[src/rtl/seq_pkg.sv]
// constants, register map and types for the dual shift register sequencer
`default_nettype none
package seq_pkg;
   localparam int REG_W = 8;
   localparam int VOICES = 2;
   localparam int TAPS = 4;
   localparam int TAP_FIRST = 4;
   localparam int DW = 32;
   localparam int AW = 5;
   localparam int BE_W = 4;
   localparam int DIP_W = 6;
   localparam int OPT_PER_VOICE = 3;
   localparam int ENVPER_W = 16;
   localparam int SRC_W = 3;
   localparam int SRC_STRIDE = 4;
   localparam int SRC_TAP_BIT = 2;
   localparam int IDX_LO = 2;
   localparam int IDX_W = 3;
   localparam logic [IDX_W-1:0] IDX_CTRL = 3'h0;
   localparam logic [IDX_W-1:0] IDX_CLKDIV = 3'h1;
   localparam logic [IDX_W-1:0] IDX_ENVPER = 3'h2;
   localparam logic [IDX_W-1:0] IDX_PATCH = 3'h3;
   localparam logic [IDX_W-1:0] IDX_STATUS = 3'h4;
   localparam int CTRL_PLAY = 0;
   localparam int CTRL_LOOP = 1;
   localparam int ST_BITS = 0;
   localparam int ST_MOD = 16;
   localparam int ST_EXT = 20;
   localparam int ST_CLK = 21;
   localparam int ST_DIP = 22;
   localparam logic [DW-1:0] CLKDIV_RST = 32'h017D_7840;
   localparam logic [ENVPER_W-1:0] ENVPER_RST = 16'h4000;
   localparam logic [DW-1:0] ZERO_WORD = 32'h0000_0000;
   typedef enum logic [3:0] {
      MOD_OFF = 4'h1,
      MOD_MUTUAL = 4'h2,
      MOD_1TO2 = 4'h4,
      MOD_2TO1 = 4'h8
   } mod_sel_t;
   function automatic logic [DW-1:0] be_merge(input logic [DW-1:0] old_v,
         input logic [DW-1:0] new_v, input logic [BE_W-1:0] be);
      logic [DW-1:0] r;
      r = old_v;
      for (int i = 0; i < BE_W; i++) begin
         if (be[i]) begin
            r[i*8 +: 8] = new_v[i*8 +: 8];
         end
      end
      return r;
   endfunction
endpackage
`default_nettype wire

[src/rtl/voice_shift_register.sv]
// one voice shift register with insert and remove controls
`default_nettype none
module voice_shift_register #(
   parameter int W = seq_pkg::REG_W
) (
   input wire logic ref_clk,
   input wire logic rst,
   input wire logic step,
   input wire logic ins,
   input wire logic rem,
   input wire logic serial_in,
   output logic [W-1:0] bits_r
);
   import seq_pkg::*;

   logic in_bit;

   always_comb begin
      in_bit = ins ? 1'b1 : (rem ? 1'b0 : serial_in);
   end

   always_ff @(posedge ref_clk or posedge rst) begin
      if (rst) begin
         bits_r <= '0;
      end else if (step) begin
         bits_r <= {bits_r[W-2:0], in_bit};
      end
   end
endmodule // voice_shift_register
`default_nettype wire

[src/rtl/shift_sequencer.sv]
// two-voice shift register sequencer with step clock and mode controls
// Contract
// - two independent voice registers, shared step
// - external rising edge shifts both registers
// - external clock present disables internal generator
// - play/pause toggles, no shifts while paused
// - pause also blocks external clock edges
// - clock output follows internal or external
// - taps at stages five to eight
// - fed-back tap recirculates bits unchanged
// - insert and remove buttons per register
// - serial input level sampled each step
// - tap bits and ladder value output
// - modulation selector cycles four states
// - per-voice gated loop toggle button
// - loop mode retriggers while trigger high
// - zero-crossing mode waits for crossing
// - six switches, three options per voice
`default_nettype none
module shift_sequencer #(
   parameter logic [seq_pkg::DW-1:0] CLKDIV_DEFAULT = seq_pkg::CLKDIV_RST,
   parameter logic [seq_pkg::ENVPER_W-1:0] ENVPER_DEFAULT = seq_pkg::ENVPER_RST
) (
   input wire logic ref_clk,
   input wire logic rst,
   input wire logic [seq_pkg::AW-1:0] avs_address,
   input wire logic avs_read,
   input wire logic avs_write,
   input wire logic [seq_pkg::DW-1:0] avs_writedata,
   input wire logic [seq_pkg::BE_W-1:0] avs_byteenable,
   output logic [seq_pkg::DW-1:0] avs_readdata,
   output logic avs_waitrequest,
   input wire logic ext_clk_in,
   input wire logic ext_clk_present,
   input wire logic play_btn,
   input wire logic mod_btn,
   input wire logic [seq_pkg::VOICES-1:0] loop_btn,
   input wire logic [seq_pkg::VOICES-1:0] ins_btn,
   input wire logic [seq_pkg::VOICES-1:0] rem_btn,
   input wire logic [seq_pkg::VOICES-1:0] data_in,
   input wire logic [seq_pkg::VOICES-1:0] trig_in,
   input wire logic [seq_pkg::VOICES-1:0] zero_cross,
   input wire logic [seq_pkg::DIP_W-1:0] dip_sw,
   output logic clk_out,
   output logic step_pulse,
   output logic [seq_pkg::VOICES-1:0][seq_pkg::TAPS-1:0] tap_out,
   output logic [seq_pkg::VOICES-1:0][seq_pkg::REG_W-1:0] ladder_out,
   output logic fm_1to2_en,
   output logic fm_2to1_en,
   output logic [seq_pkg::VOICES-1:0] loop_mode,
   output logic [seq_pkg::VOICES-1:0] env_start,
   output logic [seq_pkg::VOICES-1:0] controlled_slew_mode,
   output logic [seq_pkg::VOICES-1:0] zero_cross_mode,
   output logic [seq_pkg::VOICES-1:0] exp_response
);
   import seq_pkg::*;

   localparam int V = VOICES;

   // two-stage synchronisers for every pin: four single pins, six per-voice pins, switches
   localparam int PIN_W = 4 + 6 * V + DIP_W;
   logic [PIN_W-1:0] pin_w, pin_m, pin_s;
   logic s_ext, s_pres, s_play, s_mod, p_ext, p_play, p_mod;
   logic [V-1:0] s_loop, s_ins, s_rem, s_dat, s_trig, s_zc, p_loop, p_trig, p_zc;
   logic [DIP_W-1:0] s_dip;

   assign pin_w = {ext_clk_in, ext_clk_present, play_btn, mod_btn, loop_btn, ins_btn, rem_btn, data_in, trig_in,
      zero_cross, dip_sw};
   assign {s_ext, s_pres, s_play, s_mod, s_loop, s_ins, s_rem, s_dat, s_trig, s_zc, s_dip} = pin_s;

   always_ff @(posedge ref_clk or posedge rst) begin
      if (rst) begin
         pin_m <= '0;
         pin_s <= '0;
      end else begin
         pin_m <= pin_w;
         pin_s <= pin_m;
      end
   end

   // previous values for edge detection
   always_ff @(posedge ref_clk or posedge rst) begin
      if (rst) begin
         p_ext <= 1'b0;
         p_play <= 1'b0;
         p_mod <= 1'b0;
         p_loop <= '0;
         p_trig <= '0;
         p_zc <= '0;
      end else begin
         p_ext <= s_ext;
         p_play <= s_play;
         p_mod <= s_mod;
         p_loop <= s_loop;
         p_trig <= s_trig;
         p_zc <= s_zc;
      end
   end

   logic ext_rise, play_press, mod_press;
   logic [V-1:0] loop_press, trig_rise, zc_rise;
   assign ext_rise = s_ext & ~p_ext;
   assign play_press = s_play & ~p_play;
   assign mod_press = s_mod & ~p_mod;
   assign loop_press = s_loop & ~p_loop;
   assign trig_rise = s_trig & ~p_trig;
   assign zc_rise = s_zc & ~p_zc;

   // register bus slave: one wait cycle per access
   logic ack_r, wr_en;
   logic [IDX_W-1:0] idx;
   logic [DW-1:0] rdata_r;
   logic play_r;
   logic [V-1:0] loop_r;
   logic [DW-1:0] clkdiv_r;
   logic [V-1:0][ENVPER_W-1:0] envper_r;
   logic [V-1:0][SRC_W-1:0] src_r;
   logic [DW-1:0] status_w;
   mod_sel_t mod_sel_r;
   logic int_clk_r;

   assign idx = avs_address[IDX_LO +: IDX_W];
   assign avs_waitrequest = (avs_read | avs_write) & ~ack_r;
   assign wr_en = avs_write & ack_r;
   assign avs_readdata = rdata_r;

   always_ff @(posedge ref_clk or posedge rst) begin
      if (rst) begin
         ack_r <= 1'b0;
      end else begin
         ack_r <= (avs_read | avs_write) & ~ack_r;
      end
   end

   always_comb begin
      status_w = ZERO_WORD;
      status_w[ST_BITS +: V*REG_W] = ladder_out;
      status_w[ST_MOD +: $bits(mod_sel_t)] = mod_sel_r;
      status_w[ST_EXT] = s_pres;
      status_w[ST_CLK] = clk_out;
      status_w[ST_DIP +: DIP_W] = s_dip;
   end

   always_ff @(posedge ref_clk or posedge rst) begin
      if (rst) begin
         rdata_r <= ZERO_WORD;
      end else if (avs_read && !ack_r) begin
         case (idx)
            IDX_CTRL: rdata_r <= DW'({loop_r, play_r});
            IDX_CLKDIV: rdata_r <= clkdiv_r;
            IDX_ENVPER: rdata_r <= envper_r;
            IDX_PATCH: rdata_r <= DW'({1'b0, src_r[1], 1'b0, src_r[0]});
            IDX_STATUS: rdata_r <= status_w;
            default: rdata_r <= ZERO_WORD;
         endcase
      end
   end

   always_ff @(posedge ref_clk or posedge rst) begin
      if (rst) begin
         clkdiv_r <= CLKDIV_DEFAULT;
         envper_r <= {V{ENVPER_DEFAULT}};
         src_r <= '0;
      end else if (wr_en) begin
         if (idx == IDX_CLKDIV) begin
            clkdiv_r <= be_merge(clkdiv_r, avs_writedata, avs_byteenable);
         end
         if (idx == IDX_ENVPER) begin
            envper_r <= be_merge(envper_r, avs_writedata, avs_byteenable);
         end
         if (idx == IDX_PATCH) begin
            for (int v = 0; v < V; v++) begin
               if (avs_byteenable[0]) begin
                  src_r[v] <= avs_writedata[v*SRC_STRIDE +: SRC_W];
               end
            end
         end
      end
   end

   always_ff @(posedge ref_clk or posedge rst) begin
      if (rst) begin
         play_r <= 1'b0;
      end else if (wr_en && idx == IDX_CTRL && avs_byteenable[0]) begin
         play_r <= avs_writedata[CTRL_PLAY];
      end else if (play_press) begin
         play_r <= ~play_r;
      end
   end

   always_ff @(posedge ref_clk or posedge rst) begin
      if (rst) begin
         loop_r <= '0;
      end else if (wr_en && idx == IDX_CTRL && avs_byteenable[0]) begin
         loop_r <= avs_writedata[CTRL_LOOP +: V];
      end else begin
         loop_r <= loop_r ^ loop_press;
      end
   end
   assign loop_mode = loop_r;

   always_ff @(posedge ref_clk or posedge rst) begin
      if (rst) begin
         mod_sel_r <= MOD_OFF;
      end else if (mod_press) begin
         case (mod_sel_r)
            MOD_OFF: mod_sel_r <= MOD_MUTUAL;
            MOD_MUTUAL: mod_sel_r <= MOD_1TO2;
            MOD_1TO2: mod_sel_r <= MOD_2TO1;
            MOD_2TO1: mod_sel_r <= MOD_OFF;
            default: mod_sel_r <= MOD_OFF;
         endcase
      end
   end
   assign fm_1to2_en = (mod_sel_r == MOD_MUTUAL) | (mod_sel_r == MOD_1TO2);
   assign fm_2to1_en = (mod_sel_r == MOD_MUTUAL) | (mod_sel_r == MOD_2TO1);

   // internal generator runs only without external clock
   logic [DW-1:0] div_cnt_r;
   logic int_rise;
   assign int_rise = play_r && !s_pres && !int_clk_r && (div_cnt_r + 1'b1 >= clkdiv_r);
   always_ff @(posedge ref_clk or posedge rst) begin
      if (rst) begin
         div_cnt_r <= ZERO_WORD;
         int_clk_r <= 1'b0;
      end else if (play_r && !s_pres) begin
         if (div_cnt_r + 1'b1 >= clkdiv_r) begin
            div_cnt_r <= ZERO_WORD;
            int_clk_r <= ~int_clk_r;
         end else begin
            div_cnt_r <= div_cnt_r + 1'b1;
         end
      end
   end

   // external edge steps, pause blocks it
   assign step_pulse = play_r && (s_pres ? ext_rise : int_rise);
   assign clk_out = s_pres ? s_ext : int_clk_r;

   // switches one to three first voice
   always_comb begin
      for (int v = 0; v < V; v++) begin
         controlled_slew_mode[v] = s_dip[v*OPT_PER_VOICE];
         zero_cross_mode[v] = s_dip[v*OPT_PER_VOICE + 1];
         exp_response[v] = s_dip[v*OPT_PER_VOICE + 2];
      end
   end

   // one register per voice on shared step
   for (genvar v = 0; v < V; v++) begin : g_voice
      logic [REG_W-1:0] bits;
      logic ser;
      logic [ENVPER_W-1:0] cnt_r;
      logic loop_req, req, pend_r, fire;

      // tap fed back as serial input
      always_comb begin
         if (src_r[v][SRC_TAP_BIT]) begin
            ser = bits[TAP_FIRST + int'(src_r[v][1:0])];
         end else begin
            ser = s_dat[v];
         end
      end

      voice_shift_register #(.W(REG_W)) u_reg (
         .ref_clk(ref_clk),
         .rst(rst),
         .step(step_pulse),
         .ins(s_ins[v]),
         .rem(s_rem[v]),
         .serial_in(ser),
         .bits_r(bits)
      );

      // taps at stages five to eight
      assign tap_out[v] = bits[TAP_FIRST +: TAPS];
      always_ff @(posedge ref_clk or posedge rst) begin
         if (rst) begin
            ladder_out[v] <= '0;
         end else begin
            ladder_out[v] <= bits;
         end
      end

      assign loop_req = loop_r[v] && s_trig[v] && (cnt_r + 1'b1 >= envper_r[v]);
      always_ff @(posedge ref_clk or posedge rst) begin
         if (rst) begin
            cnt_r <= '0;
         end else if (!(loop_r[v] && s_trig[v]) || trig_rise[v] || loop_req) begin
            cnt_r <= '0;
         end else begin
            cnt_r <= cnt_r + 1'b1;
         end
      end
      assign req = trig_rise[v] | loop_req;

      assign fire = zero_cross_mode[v] ? ((pend_r | req) & zc_rise[v]) : req;
      always_ff @(posedge ref_clk or posedge rst) begin
         if (rst) begin
            pend_r <= 1'b0;
         end else if (!zero_cross_mode[v] || fire) begin
            pend_r <= 1'b0;
         end else if (req) begin
            pend_r <= 1'b1;
         end
      end
      always_ff @(posedge ref_clk or posedge rst) begin
         if (rst) begin
            env_start[v] <= 1'b0;
         end else begin
            env_start[v] <= fire;
         end
      end

   end
endmodule // shift_sequencer
`default_nettype wire

[config.mk]
export PLATFORM = sky130hd
export DESIGN_NAME = shift_sequencer
export DESIGN_NICKNAME = d
export VERILOG_FILES = /design/src/rtl/seq_pkg.sv /design/src/rtl/voice_shift_register.sv /design/src/rtl/shift_sequencer.sv
export SDC_FILE = /design/constraint.sdc
export NUM_CORES = 1
export LEC_CHECK = 0
export BUFFER_PORTS_ARGS = -buffer_cell sky130_fd_sc_hd__buf_4
export CORE_ASPECT_RATIO = 1.25
export CORE_MARGIN = 5
export CORE_UTILIZATION = 59
export DETAILED_ROUTE_END_ITERATION = 8
export MAX_ROUTING_LAYER = met4
export PLACE_DENSITY = 0.82
export SKIP_LAST_GASP = 1
export SLEW_MARGIN = 20
export SYNTH_ARGS = -nofsm -noshare
export SYNTH_HDL_FRONTEND = slang
export SYNTH_HIERARCHICAL = 1
export SYNTH_SLANG_ARGS = --single-unit
[constraint.sdc]
create_clock -name ref_clk -period 8.9 [get_ports ref_clk]
set_clock_uncertainty 0.1 [all_clocks]
set_input_delay 0.89 -clock ref_clk [delete_from_list [all_inputs] [get_ports ref_clk]]
set_output_delay 0.89 -clock ref_clk [all_outputs]
set_load 0.05 [all_outputs]
==> impl_metrics.ini <==
[outcome]
status = finished clean

[clock_network]
cts_sinks = 264
cts_made_buffers = 27
h-tree-depth = 1
cts_tree = done
post_cts_resized = 0
cts-root-buf = clkbuf_16
path_clk_slew_ps = 60
clk-insertion-delay-late_ps = 550
post-cts-setup-buffers = 0
clk_path_buf_depth = 3
holdBufCountCts = 0

[pwr]
peakVddDrop_v = 0.000225
p_leak_uw = 0.00710
p_per_area_mw_per_mm2 = 245
total_power_uw = 3630

[synth]
synth_xor_area_share_pct = 4.32
yosysWarningCount = 6
synth-simple-area-share_pct = 13.0
ys_async_sr_fraction_pct = 100
syn_area_per_cell_um2 = 10.9
synth_compound_area_share_pct = 11.4
synth_fa_ha_area_share_pct = 6.56
synth_top_family_by_area = simple AND/OR/NAND/NOR gates
synth_nets = 1310
syn_inst = 1176
synthMuxAreaShare_pct = 8.38
synth_seq_cells = 264
syn_area_mm2 = 0.0128
synth_edf_count = 0
synthFlopType = dfrtp_1
ys_seq_area_share_pct = 51.9
ys_types = 58

[final_layout]
finalNonFillerCells = 1598
syn_to_final_growth_pct = 16.2
num_antenna_cells = 0
multi_input_area_mm2 = 0.00558
regArea_mm2 = 0.00663
drive_gt1_share_pct = 23.3
final_nets = 1432
fillers = 1552

[critical_path]
cp_top_family = simple AND/OR/NAND/NOR gates
critical_path_buf_inv_count = 3
cpMaxStageDelayCell = or4_4
cp.required_ps = 7910
cp_cell_sequence = ha_1, nand3_2, or3_4, or4_4, or3_2, nand2_1, ha_1, nand4_1, nor4_1, nand3_1, o22ai_1, buf_4, o21ai_0, o21ai_2, buf_4, buf_4
critPathCaptureType = output port
worstPathArrival_ps = 5310
start_kind = flip-flop
crit_top_cell = buf_4
max_stage_delay_ps = 590
crit_type = flip-flop to output port
crit_fanout = 19

[timing]
rsz0062_at_grt = false
max_freq_mhz = 159
period_minus_slack_ps = 6300
hold_ws_ps = 242
finalSetupTns_ps = 0
fin_ws_ps = 2600
setup_viol = 0
fin_crit_sh_pct = 70.8
slew_headroom_pct = 36.8
worst_pin_slew_ps = 948
hold_viol = 0
finalMaxSlewViolations = 0

[detailed_routing]
drtAntennaViolNets = 0
dr.pass1.iters = 5
avgViaCountPerCell = 5.86
vias = 9360
wirelength_mm = 30.8
wl_per_cell_um = 19.3
drtIter0Drc = 662
drc_errors = 0

[global_route]
grt_max_degree = 108
antenna_found_initial = 0
grt_pass1_wl_mm = 50.1
grt_util_all_layers_pct = 25.8
grt.overflow.total = 0
grt_pass1_vias = 9643

[placement]
post-place-ws_ps = 3170
placed_cells = 1548
dp_hpwl_mm = 22.2
io_buffers = 135
gp_congestion = 0.905

[floorplan]
initial_core_util_pct = 59.7
io_pins = 138
die_width_um = 142
die_h_um = 175
row_count = 60
dieArea_mm2 = 0.0247
core_region_area_mm2 = 0.0214

[hold_path]
hold_class = flip-flop to flip-flop

[run]
maxCapViolations = 0
-- routing by layer --
layer | wire length, µm | up-vias | part of all wire (%) | GRT usage (%)
met2 | 15100 | 320 | 49 | 41.2
met1 | 12500 | 4601 | 41 | 33.6
met3 | 2110 | 82 | 6.8 | 4.16
li1 | - | 4357 | - | -
met5 | 0 | - | 0 | -
met4 | 1110 | 0 | 3.6 | 9.16
-- cells in the mapped netlist (all sizes together) (21+ instances only) --
library cell / count / area [µm²]
xnor2: 43 / 377
nand3: 33 / 175
o21ai: 65 / 325
a22oi: 33 / 248
a21oi: 49 / 245
dfrtp: 249 / 6230
inv: 83 / 312
nand2: 102 / 383
ha: 67 / 838
nor2: 62 / 233
nor2b: 39 / 244
a22o: 21 / 184
clkbuf: 33 / 125
mux2: 82 / 976
-- cell usage in the layout, fill, tap and decap left out, types with 3 or more instances in the layout --
master,synthesis,final
ha_1,67,67
nand4_1,17,17
clkbuf_1,32,7
a2111oi_0,4,4
nor4_1,4,4
a22o_1,21,21
and2_1,10,10
xor2_1,20,20
clkinv_2,0,5
clkbuf_8,0,8
and4_1,4,4
dfrtp_1,249,249
a31o_2,6,6
a31oi_1,3,3
dfstp_2,15,15
a21oi_1,49,49
buf_4,8,144
clkbuf_16,0,27
nor3_1,20,19
xnor2_1,43,43
inv_1,83,82
o22ai_1,8,8
a21o_1,13,13
nor2b_1,39,37
nand3_1,31,31
nand2_1,102,102
mux2i_1,5,5
nor2_1,62,62
a22oi_1,33,33
nand2b_1,10,10
nor3b_1,3,3
or4_1,3,3
o31ai_1,10,10
and3_1,15,15
mux2_2,68,68
mux2_4,14,14
o21ai_0,65,64
-- flip-flops by register name, indices dropped and copies added, names as in the netlist, 16 cells and up --
name,flops
clkdiv_r,32
avs_readdata,32
g_voice.u_reg/bits_r,16
div_cnt_r,32
pin_m,22
envper_r,32
pin_s,22
g_voice.cnt_r,32
ladder_out,16
-- through the flow --
step	utilization (%)	instance area [µm²]
floorplan	-	12800
detailed placement	65.2	14000
finish	69.4	14800
CTS	69.3	14800
global placement	65.2	14000
global route	69.4	14800
-- area by class of cell --
class                           instances  area share (%)
Clock inverter                          8           0.489
Tap cell                              279            2.35
Clock buffer                           42            5.47
Inverter                               83            2.15
Multi-Input combinational cell        778            37.6
Sequential cell                       264            44.6
Timing Repair Buffer                  144            7.28
-- path summary, 6_finish.rpt --
path                       slack [ps]                    endpoint          from  cells after the start
setup / recovery                 2600                  step_pulse  div_cnt_r[0]                     16
hold / removal                    240                   pin_s[17]     pin_m[17]                      0
setup reg to reg                 3830  g_voice[1].u_reg/bits_r[7]  div_cnt_r[0]                     16
hold reg to reg                   240                   pin_s[17]     pin_m[17]                      0
max in group asynchronous        6860                    pin_s[7]           rst                      3
min in group asynchronous         250  g_voice[1].u_reg/bits_r[4]           rst                      2
-- power by group --
group,total (µW),internal [µW],switching [µW]
sequential,1590,1400,194
clock,1120,655,466
combinational,920,350,570
total,3630,2400,1230
-- kinds of logic after synthesis --
group,count (synthesis)
compound gates,226
xor+xnor,63
fa+ha+maj,67
buf+inv,134
flops,264
mux,89
simple gates,333
-- worst reg2reg max path: stages, from the launching register on --
cell and delay, ps:
dfrtp_1 430, ha_1 270, nand3_2 150, or3_4 440, or4_4 590, or3_2 470
nand2_1 90, ha_1 120, nand4_1 170, nor4_1 560, nand3_1 150, o22ai_1 150
buf_4 240, o21ai_0 190, o21ai_2 150, buf_4 340, mux2_4 360
Power figures use the tool's default switching activity.
